`src/logic/mode_ctrl_pkg.sv`:
```
// Constants shared by the operating mode and wakeup controller
package mode_ctrl_pkg;

    // ****************************************
    // Register map
    // ****************************************
    localparam logic [7:0] ADDR_WAKE_EN = 8'hC0;
    localparam logic [7:0] ADDR_MODE = 8'hC4;
    localparam logic [7:0] ADDR_STATUS = 8'hC8;

    // ****************************************
    // Mode control register fields
    // ****************************************
    localparam int BIT_HIGH_OSC_STOP = 1;
    localparam int BIT_SLOW_CLOCK_SELECT = 2;
    localparam int BIT_CPU_MODE_LO = 3;
    localparam int BIT_TIMER0_ENABLE = 5;

    // ****************************************
    // Status register fields
    // ****************************************
    localparam int BIT_ST_STATE_LO = 0;
    localparam int BIT_ST_HOSC_RUN = 2;
    localparam int BIT_ST_LRC_RUN = 3;
    localparam int BIT_ST_CPU_RUN = 4;
    localparam int BIT_ST_TIMER0_RUN = 5;

    // ****************************************
    // Widths and reset values
    // ****************************************
    localparam int P0_PINS = 8;
    localparam int P1_PINS = 6;
    localparam logic [5:0] WAKE_EN_RESET = 6'h00;
    localparam logic [1:0] CPU_MODE_RESET = 2'h0;
    localparam logic SLOW_RESET = 1'b0;
    localparam logic STOP_RESET = 1'b0;
    localparam logic TIMER0_EN_RESET = 1'b0;

    // ****************************************
    // Timing counts
    // ****************************************
    localparam int SETTLE_HOSC_CLOCKS = 2048;
    localparam logic [11:0] SETTLE_LAST = 12'(SETTLE_HOSC_CLOCKS - 1);
    localparam int SLOW_DIVIDE = 4;
    localparam logic [1:0] SLOW_DIV_LAST = 2'(SLOW_DIVIDE - 1);

    // ****************************************
    // Mode field encodings and controller states
    // ****************************************
    typedef enum logic [1:0] {
        CPU_NORMAL = 2'h0,
        CPU_SLEEP = 2'h1,
        CPU_GREEN = 2'h2,
        CPU_RESERVED = 2'h3
    } cpu_mode_t;

    typedef enum logic [1:0] {
        ST_RUN = 2'h0,
        ST_SLEEP = 2'h1,
        ST_SETTLE = 2'h3,
        ST_GREEN = 2'h2
    } state_t;

endpackage : mode_ctrl_pkg

```
`src/logic/operating_mode_and_wakeup_control.sv`:
```
// Operating mode controller: normal, slow, sleep and green with wakeup
//
// How it works
// - Low RC clocks the watchdog and is system clock when slow select set.
// - In slow mode one instruction cycle per four low RC clocks.
// - Low RC stops only in sleep, or green with 32K option, watchdog off.
// - No separate low RC off control; it follows mode bits and options.
// - Instructions run in normal and slow, halt in green and sleep.
// - Timer 0 runs when enabled in normal, slow, green; never in sleep.
// - Only pin wake or reset ends sleep; device resumes in normal mode.
// - Sleep wakes on port 0 or port 1 level change, not timer overflow.
// - Green wake returns to previous mode; pins or timer 0 overflow wake.
// - Timer 0 overflow wakes green only while timer 0 is enabled.
// - Wake from sleep waits 2048 high oscillator clocks before running.
// - Wake from green resumes at once with no settling wait.
// - Port 0 pins always wake; port 1 pins only with own enable bit.
// - Port 1 wake enable: six write-only bits 5..0, reset to zero.
// - Mode field: 00 normal, 01 sleep, 10 green, 11 reserved; resets 00.
// - Slow select: 0 high clock, 1 low RC clock; resets to 0.
// - Oscillator stop: 0 high oscillator runs, 1 stops it; resets to 0.
//
// Chosen here: the address-and-strobe port.
`timescale 1ns/100ps
module operating_mode_and_wakeup_control (
    // Clock, reset and freeze
    input wire logic clock,
    input wire logic rstn,
    input wire logic enable,
    // Register port
    input wire logic [7:0] addr,
    input wire logic [7:0] wdata,
    input wire logic wr,
    input wire logic rd,
    output logic [7:0] rdata,
    // Code options
    input wire logic opt_high_32k,
    input wire logic watchdog_disable,
    // Oscillator ticks, one cycle each
    input wire logic external_high_clock_tick,
    input wire logic internal_low_rc_tick,
    // Wake sources
    input wire logic [mode_ctrl_pkg::P0_PINS-1:0] port0_in,
    input wire logic [mode_ctrl_pkg::P1_PINS-1:0] port1_in,
    input wire logic timer_zero_overflow,
    // Oscillator and core controls
    output logic high_osc_run,
    output logic low_rc_run,
    output logic sys_clock_low,
    output logic watchdog_clock_on,
    output logic cpu_run,
    output logic cpu_cycle,
    output logic timer_zero_run
);

    // ****************************************
    // State
    // ****************************************
    mode_ctrl_pkg::state_t state_q;
    mode_ctrl_pkg::state_t state_d;
    logic [1:0] cpu_mode_field_q;
    logic slow_clock_select_q;
    logic high_osc_stop_q;
    logic timer0_enable_q;
    logic [mode_ctrl_pkg::P1_PINS-1:0] port1_pin_wake_enables_q;
    logic [11:0] settle_q;
    logic [1:0] div_q;
    logic pin_wake;
    logic green_wake;
    logic settle_done;
    logic wake_any;
    logic sleep_wake;
    logic [7:0] rdata_q;

    // Address match helper, used by every register decode
    function automatic logic hit(input logic [7:0] a, input logic [7:0] r);
        hit = (a == r);
    endfunction : hit

    // ****************************************
    // Wake detection
    // ****************************************
    pin_wake_detect u_wake (
        .clock(clock),
        .rstn(rstn),
        .enable(enable),
        .hold(state_q == mode_ctrl_pkg::ST_SLEEP
            || state_q == mode_ctrl_pkg::ST_GREEN),
        .port0_in(port0_in),
        .port1_in(port1_in),
        .port1_pin_wake_enables(port1_pin_wake_enables_q),
        .wake(pin_wake)
    );

    // Timer overflow only counts in green and only while the timer runs
    assign green_wake = pin_wake
        || (timer0_enable_q && timer_zero_overflow);
    assign settle_done = external_high_clock_tick
        && (settle_q == mode_ctrl_pkg::SETTLE_LAST);
    // Settling over: the one edge on which sleep hands back to normal
    assign sleep_wake = (state_q == mode_ctrl_pkg::ST_SETTLE) && settle_done;
    assign wake_any = sleep_wake
        || (state_q == mode_ctrl_pkg::ST_GREEN && green_wake);

    // ****************************************
    // Mode state machine
    // ****************************************
    // Next state from the mode field and wake events
    always_comb begin
        state_d = state_q;
        case (state_q)
            mode_ctrl_pkg::ST_RUN: begin
                // Reserved code 11 leaves the core running
                if (cpu_mode_field_q == mode_ctrl_pkg::CPU_SLEEP) begin
                    state_d = mode_ctrl_pkg::ST_SLEEP;
                end else if (cpu_mode_field_q
                    == mode_ctrl_pkg::CPU_GREEN) begin
                    state_d = mode_ctrl_pkg::ST_GREEN;
                end
            end
            mode_ctrl_pkg::ST_SLEEP: begin
                // Timer overflow is deliberately not looked at here
                if (pin_wake) begin
                    state_d = mode_ctrl_pkg::ST_SETTLE;
                end
            end
            mode_ctrl_pkg::ST_SETTLE: begin
                if (settle_done) begin
                    state_d = mode_ctrl_pkg::ST_RUN;
                end
            end
            mode_ctrl_pkg::ST_GREEN: begin
                if (green_wake) begin
                    state_d = mode_ctrl_pkg::ST_RUN;
                end
            end
            default: begin
                state_d = mode_ctrl_pkg::ST_RUN;
            end
        endcase
    end

    // State register
    always_ff @(posedge clock or negedge rstn) begin
        if (!rstn) begin
            state_q <= mode_ctrl_pkg::ST_RUN;
        end else if (enable) begin
            state_q <= state_d;
        end
    end

    // Settling counter counts high oscillator ticks only while settling
    always_ff @(posedge clock or negedge rstn) begin
        if (!rstn) begin
            settle_q <= '0;
        end else if (enable) begin
            if (state_q != mode_ctrl_pkg::ST_SETTLE) begin
                settle_q <= '0;
            end else if (external_high_clock_tick) begin
                settle_q <= settle_q + 12'h001;
            end
        end
    end

    // ****************************************
    // Control registers
    // ****************************************
    // Mode field: software writes it, a wake clears it; the wake wins,
    // since no code runs in a halted mode to race with it
    always_ff @(posedge clock or negedge rstn) begin
        if (!rstn) begin
            cpu_mode_field_q <= mode_ctrl_pkg::CPU_MODE_RESET;
        end else if (enable) begin
            if (wake_any) begin
                cpu_mode_field_q <= mode_ctrl_pkg::CPU_NORMAL;
            end else if (wr && hit(addr, mode_ctrl_pkg::ADDR_MODE)) begin
                cpu_mode_field_q <=
                    wdata[mode_ctrl_pkg::BIT_CPU_MODE_LO +: 2];
            end
        end
    end

    // Clock select and timer 0 enable bits; a sleep wake forces normal mode on the high clock
    always_ff @(posedge clock or negedge rstn) begin
        if (!rstn) begin
            slow_clock_select_q <= mode_ctrl_pkg::SLOW_RESET;
            high_osc_stop_q <= mode_ctrl_pkg::STOP_RESET;
            timer0_enable_q <= mode_ctrl_pkg::TIMER0_EN_RESET;
        end else if (enable) begin
            if (sleep_wake) begin
                slow_clock_select_q <= 1'b0;
                high_osc_stop_q <= 1'b0;
            end else if (wr && hit(addr, mode_ctrl_pkg::ADDR_MODE)) begin
                // Green wake leaves these alone, so the old mode returns
                slow_clock_select_q <=
                    wdata[mode_ctrl_pkg::BIT_SLOW_CLOCK_SELECT];
                high_osc_stop_q <=
                    wdata[mode_ctrl_pkg::BIT_HIGH_OSC_STOP];
                timer0_enable_q <= wdata[mode_ctrl_pkg::BIT_TIMER0_ENABLE];
            end
        end
    end

    // Port 1 wake enables, write only
    always_ff @(posedge clock or negedge rstn) begin
        if (!rstn) begin
            port1_pin_wake_enables_q <= mode_ctrl_pkg::WAKE_EN_RESET;
        end else if (enable && wr
            && hit(addr, mode_ctrl_pkg::ADDR_WAKE_EN)) begin
            port1_pin_wake_enables_q <= wdata[5:0];
        end
    end

    // ****************************************
    // Instruction cycle strobe
    // ****************************************
    // Slow mode divides low RC ticks by four; normal passes high ticks
    always_ff @(posedge clock or negedge rstn) begin
        if (!rstn) begin
            div_q <= '0;
            cpu_cycle <= 1'b0;
        end else if (enable) begin
            if (state_d != mode_ctrl_pkg::ST_RUN
                || state_q != mode_ctrl_pkg::ST_RUN) begin
                div_q <= '0;
                cpu_cycle <= 1'b0;
            end else if (slow_clock_select_q) begin
                if (internal_low_rc_tick) begin
                    div_q <= div_q + 2'h1;
                end
                cpu_cycle <= internal_low_rc_tick
                    && (div_q == mode_ctrl_pkg::SLOW_DIV_LAST);
            end else begin
                div_q <= '0;
                cpu_cycle <= external_high_clock_tick;
            end
        end
    end

    // ****************************************
    // Oscillator and core enables
    // ****************************************
    // Registered from the next state, so each output moves with the state
    always_ff @(posedge clock or negedge rstn) begin
        if (!rstn) begin
            high_osc_run <= 1'b1;
            low_rc_run <= 1'b1;
            sys_clock_low <= 1'b0;
            watchdog_clock_on <= 1'b1;
            cpu_run <= 1'b1;
            timer_zero_run <= 1'b0;
        end else if (enable) begin
            // Settling needs the high oscillator back on
            high_osc_run <= (state_d == mode_ctrl_pkg::ST_SETTLE)
                || (state_d != mode_ctrl_pkg::ST_SLEEP
                && (sleep_wake || !high_osc_stop_q));
            // Low RC has no control of its own, only the mode and code options decide
            low_rc_run <= !(state_d == mode_ctrl_pkg::ST_SLEEP
                || state_d == mode_ctrl_pkg::ST_SETTLE
                || (state_d == mode_ctrl_pkg::ST_GREEN
                && opt_high_32k && watchdog_disable));
            watchdog_clock_on <= !(state_d == mode_ctrl_pkg::ST_SLEEP
                || state_d == mode_ctrl_pkg::ST_SETTLE
                || (state_d == mode_ctrl_pkg::ST_GREEN
                && opt_high_32k && watchdog_disable));
            // Sleep wake drops slow select this edge, so follow it now
            sys_clock_low <= slow_clock_select_q
                && !sleep_wake;
            cpu_run <= (state_d == mode_ctrl_pkg::ST_RUN);
            timer_zero_run <= timer0_enable_q
                && (state_d == mode_ctrl_pkg::ST_RUN
                || state_d == mode_ctrl_pkg::ST_GREEN);
        end
    end

    // ****************************************
    // Read path
    // ****************************************
    // Read data stand for exactly the cycle after the strobe
    always_ff @(posedge clock or negedge rstn) begin
        if (!rstn) begin
            rdata_q <= 8'h00;
        end else if (enable) begin
            rdata_q <= 8'h00;
            if (rd && hit(addr, mode_ctrl_pkg::ADDR_MODE)) begin
                rdata_q[mode_ctrl_pkg::BIT_CPU_MODE_LO +: 2] <=
                    cpu_mode_field_q;
                rdata_q[mode_ctrl_pkg::BIT_SLOW_CLOCK_SELECT] <=
                    slow_clock_select_q;
                rdata_q[mode_ctrl_pkg::BIT_HIGH_OSC_STOP] <= high_osc_stop_q;
                rdata_q[mode_ctrl_pkg::BIT_TIMER0_ENABLE] <= timer0_enable_q;
            end else if (rd && hit(addr, mode_ctrl_pkg::ADDR_STATUS)) begin
                rdata_q[mode_ctrl_pkg::BIT_ST_STATE_LO +: 2] <= state_q;
                rdata_q[mode_ctrl_pkg::BIT_ST_HOSC_RUN] <= high_osc_run;
                rdata_q[mode_ctrl_pkg::BIT_ST_LRC_RUN] <= low_rc_run;
                rdata_q[mode_ctrl_pkg::BIT_ST_CPU_RUN] <= cpu_run;
                rdata_q[mode_ctrl_pkg::BIT_ST_TIMER0_RUN] <= timer_zero_run;
            end
            // Wake enable register is write only and reads as zero
        end
    end

    assign rdata = rdata_q;

endmodule : operating_mode_and_wakeup_control

```
`src/logic/pin_wake_detect.sv`:
```
// Level-change wake detector over both wake-capable ports
`timescale 1ns/100ps
module pin_wake_detect (
    // Clock, reset and freeze
    input wire logic clock,
    input wire logic rstn,
    input wire logic enable,
    // Snapshot control: reference levels follow pins while hold is low
    input wire logic hold,
    // Pins and per-pin enables
    input wire logic [mode_ctrl_pkg::P0_PINS-1:0] port0_in,
    input wire logic [mode_ctrl_pkg::P1_PINS-1:0] port1_in,
    input wire logic [mode_ctrl_pkg::P1_PINS-1:0] port1_pin_wake_enables,
    // Any enabled pin differs from its reference level
    output logic wake
);

    // ****************************************
    // Reference levels
    // ****************************************
    logic [mode_ctrl_pkg::P0_PINS-1:0] ref0_q;
    logic [mode_ctrl_pkg::P1_PINS-1:0] ref1_q;
    logic [mode_ctrl_pkg::P0_PINS-1:0] hit0;
    logic [mode_ctrl_pkg::P1_PINS-1:0] hit1;

    // Track pins while running, freeze on entry to a halted mode
    always_ff @(posedge clock or negedge rstn) begin
        if (!rstn) begin
            ref0_q <= '0;
            ref1_q <= '0;
        end else if (enable && !hold) begin
            ref0_q <= port0_in;
            ref1_q <= port1_in;
        end
    end

    // ****************************************
    // Per-pin compare
    // ****************************************
    // A level compare, not an edge: a change that happened while no
    // oscillator ran is still seen once it is sampled
    genvar i;
    generate
        for (i = 0; i < mode_ctrl_pkg::P0_PINS; i++) begin : g_p0
            assign hit0[i] = port0_in[i] ^ ref0_q[i];
        end
        for (i = 0; i < mode_ctrl_pkg::P1_PINS; i++) begin : g_p1
            assign hit1[i] = port1_pin_wake_enables[i]
                & (port1_in[i] ^ ref1_q[i]);
        end
    endgenerate

    // Combined wake request
    assign wake = hold && ((|hit0) || (|hit1));

endmodule : pin_wake_detect

```
`config.mk`:
```
export PLATFORM = sky130hd
export DESIGN_NAME = operating_mode_and_wakeup_control
export DESIGN_NICKNAME = d
export VERILOG_FILES = /design/src/logic/mode_ctrl_pkg.sv /design/src/logic/operating_mode_and_wakeup_control.sv /design/src/logic/pin_wake_detect.sv
export SDC_FILE = /design/constraint.sdc
export NUM_CORES = 1
export LEC_CHECK = 0
export BUFFER_PORTS_ARGS = -buffer_cell sky130_fd_sc_hd__buf_2
export CORE_MARGIN = 10
export CORE_UTILIZATION = 30
export CTS_CLUSTER_DIAMETER = 100
export DETAILED_ROUTE_END_ITERATION = 10
export GPL_TIMING_DRIVEN = 0
export PLACE_DENSITY = 0.51
export SYNTH_ARGS = -nofsm -noshare
export SYNTH_HDL_FRONTEND = slang
export SYNTH_HIERARCHICAL = 1
export SYNTH_SLANG_ARGS = --single-unit
```
`constraint.sdc`:
```
create_clock -name clock -period 2.2 [get_ports clock]
set_input_delay 0.22 -clock clock [delete_from_list [all_inputs] [get_ports clock]]
set_output_delay 0.22 -clock clock [all_outputs]
set_load 0.01 [all_outputs]
```
==> summary.txt <==
Timing
  • Number of setup violations in the final report: 0
  • Pins Over Slew Limit: 0
  • Maximum achievable frequency: 0.459 GHz
  • Setup repair after global routing missed its margin: yes
  • Minimum clock period after layout: 2.18 ns
  • Worst relative slew slack: 20.6%
  • Final worst path period share: 99.0%
  • Hold Vio Cnt, Final: 0
  • Worst clock skew: 0.00858 ns
  • Sum Neg Setup Slack: 0 ns
  • Slew of the pin with the lowest slew margin: 1.19 ns

Global route
  • Via count of the first global-routing pass: 2,289
  • Largest net degree at the start of global routing: 54
  • Congestion Overflow GR: 0
  • Antenna violations before repair: 0
  • Global-route wire length before repair: 11.6 mm
  • Global-route usage over all layers: 9.96%

Logic synthesis
  • Sequential share of the synthesized area: 46.1%
  • Most repeated cell in the gate-level netlist after synthesis: dfrtp_1
  • Number of library cell types mapped by synthesis: 51
  • Share of async-settable or async-resettable flops after synthesis: 100%
  • Synthesized netlist cell count: 263
  • Flop and latch count out of synthesis: 53
  • Share of Yosys cell area claimed by the top area cell type: 43.3%
  • Number of enable-type register cells in the synthesized netlist: 0
  • Commonest cells in the netlist: dfrtp_1, nor2_1, xor2_1
  • Biggest area contributors in the synthesized netlist: dfrtp_1, mux2_4, mux2_2
  • Syn. warnings: 6
  • Cell area after technology mapping: 2890 sq um
  • Average cell area after synthesis: 11.0 sq um
  • Area leader, netlist: dfrtp_1
  • Primary FF master, synth: dfrtp_1

Floorplan
  • Chip Width: 118 microns
  • Die area: 13,900 sq um
  • Row cnt: 35
  • Chip height: 118 microns
  • Boundary pin count: 55
  • Core area: 9280 sq um
  • Initial core utilization: 31.1%

Drt
  • Number of remaining DRC errors: 0
  • Via density per instance: 4.81
  • First-pass DRT Iterations: 4
  • Routed wirelength normalized by instance count: 15.2 microns
  • First DRT Iteration DRCs: 80
  • Vias: 2,187
  • Post-DRT Antenna Nets: 0
  • Final wirelength: 6.93 mm

Clocking
  • Clock latency on the worst-skew pair: 0.31 ns
  • Reg clk slew, reported paths: 0.09 ns
  • TritonCTS clock tree: done
  • Clock sink total: 53
  • Clock root cell: clkbuf_8
  • H-Tree Level Count: 2
  • Clock buffers created by TritonCTS: 5
  • Buffer levels on the longest clock path: 2

Pwr
  • Register share of total power: 37.5%
  • Power density over the cells: 1030 nW/um^2
  • Psw: 0.00120 W
  • Int Power: 0.00241 W
  • Gate power share: 40.9%
  • Switching share of total power: 33.2%
  • Worst VDD drop: 0.672 mV
  • Leakage: 1.61 nW
  • Overall power: 0.00361 W
  • Share of power burned in the clock network: 21.6%

Flow run
  • Max Cap Viol: 0

Finish
  • Layout net count: 372
  • Antenna diodes: 0
  • Multi-input combinational cell area: 1470 sq um
  • Fraction of layout cells with a size suffix above 1: 33.1%
  • Footprint of the flip-flops and latches: 1330 sq um
  • Area growth from synthesis to layout: 21.3%
  • Fillers: 985

Worst setup path
  • Critical path buffers and inverters: 0
  • Largest fanout on the critical path: 4
  • Path type of the worst setup path: register to register
  • Kind of cell adding the most delay to the critical path: compound AO/OA/AOI/OAI gates
  • Crit path arrival time: 2.41 ns
  • CP most frequent cell: a21oi_2
  • Critical path's slowest cell: dfrtp_1
  • Series of cell instances along the critical path: xor2_1, a22o_1, a221oi_2, a31oi_2, a21oi_2, a21oi_2, o32a_1, a41o_1, a31oi_1
  • Kind of start point of the critical path: register
  • Endpoint class of the critical path: register
  • WP data required: 2.43 ns
  • Longest individual stage delay on the worst path: 0.40 ns

Placed design
  • Final HPWL from detailed placement: 5.34 mm
  • Number of port buffers: 50
  • Final RePlAce weighted congestion: 0.804

Worst hold path
  • Hold/Removal Path Class: input pin to register

Run status
  • Result of the run: completed
-- path summary, 6_finish.rpt --
check | startpoint | end | slack (ns) | cells past startpoint
min reg2reg | rdata[3] | rdata[3] | 0.51 | 2
min | wdata[1] | high_osc_stop_q | 0.13 | 2
max in group asynchronous | rstn | state_q[1] | 1.23 | 1
max reg2reg | u_wake/ref1_q[3] | high_osc_run | 0.02 | 9
max | u_wake/ref1_q[3] | high_osc_run | 0.02 | 9
min in group asynchronous | rstn | u_wake/ref1_q[3] | 0.15 | 1
-- layer usage --
metal	global-route usage [%]	share of wire, %
met1	13.0	49
met2	15.4	45
met3	3.55	5.8
met4	2.01	0.33
met5	0	0
-- placed cells by master, fill, tap and decap left out, drive strengths merged, types with 4 or more instances in the layout --
cell	count
buf	60
dfrtp	50
nor2	24
mux2	22
xor2	14
o21ai	13
inv	12
nand3	12
nand2	11
a21oi	11
clkbuf	11
ha	7
a221oi	7
xnor2	6
a32o	5
o2bb2ai	4
nand4	4
a21boi	4
nor4	4
-- final cells by class --
type                    count  area share [%]
multi-input cells         187            41.9
flip-flops and latches     53            38.1
repair buffers             54            8.01
well taps                 129            4.61
plain buffers              12            2.32
clock buffers               5            1.97
clock inverters             3            1.86
inverters                  12            1.29
-- worst reg2reg max path: stages (launching register included) --
cell and delay (ns):
dfrtp_1 0.40, xor2_1 0.16, a22o_1 0.24, a221oi_2 0.21, a31oi_2 0.16, a21oi_2 0.16, a21oi_2 0.09, o32a_1 0.35
a41o_1 0.20, a31oi_1 0.14
-- registers in the layout (all words and copies together) (netlist names), 2 cells and up --
| register | flops |
|---|---|
| div_q | 2 |
| state_q | 2 |
| port1_pin_wake_enables_q | 6 |
| u_wake/ref0_q | 8 |
| cpu_mode_field_q | 2 |
| u_wake/ref1_q | 6 |
| settle_q | 12 |
| rdata | 6 |
-- power groups by stage --
| stage | clock network [W] | logic, W | registers (W) |
|---|---|---|---|
| final | 0.000780 | 0.00148 | 0.00135 |
| after global routing | 0.000846 | 0.00163 | 0.00138 |
| after CTS | 0.000804 | 0.00146 | 0.00135 |
| after detailed placement | 0 | 0.00132 | 0.00140 |
| after global placement | 0 | 0.00131 | 0.00139 |
| after floorplan | 0 | 0.000989 | 0.00138 |
-- kinds of logic after synthesis --
family | after synthesis | share of synthesized area (%)
flops | 53 | 46.1
xor+xnor | 20 | 6.07
other cells | 1 | 0.130
simple gates | 73 | 13.5
mux | 24 | 10.6
fa+ha+maj | 7 | 3.03
compound gates | 61 | 16.3
buf+inv | 24 | 4.38
-- metrics by stage --
step | std cells | hold slack (ns) | setup slack, ns | utilization, % | area, sq um
after global routing | 455 | 0.112 | -0.0772 | 37.7 | 3500
final | 455 | 0.134 | 0.0214 | 37.7 | 3500
after global placement | 443 | 0.456 | -0.196 | 35.6 | 3300
after detailed placement | 443 | 0.448 | -0.215 | 35.6 | 3300
after floorplan | 264 | -0.0756 | 0.160 | - | 2890
after CTS | 454 | 0.123 | 0.000494 | 37.5 | 3480
-- repair_timing --
action	in CTS	in global routing
endpoints found under the setup margin	11	7
cloned	0	0
resized for setup	7	3
pin swaps	2	0
buffers inserted	3	1
hold buffers	0	0
Power figures use the tool's default switching activity.
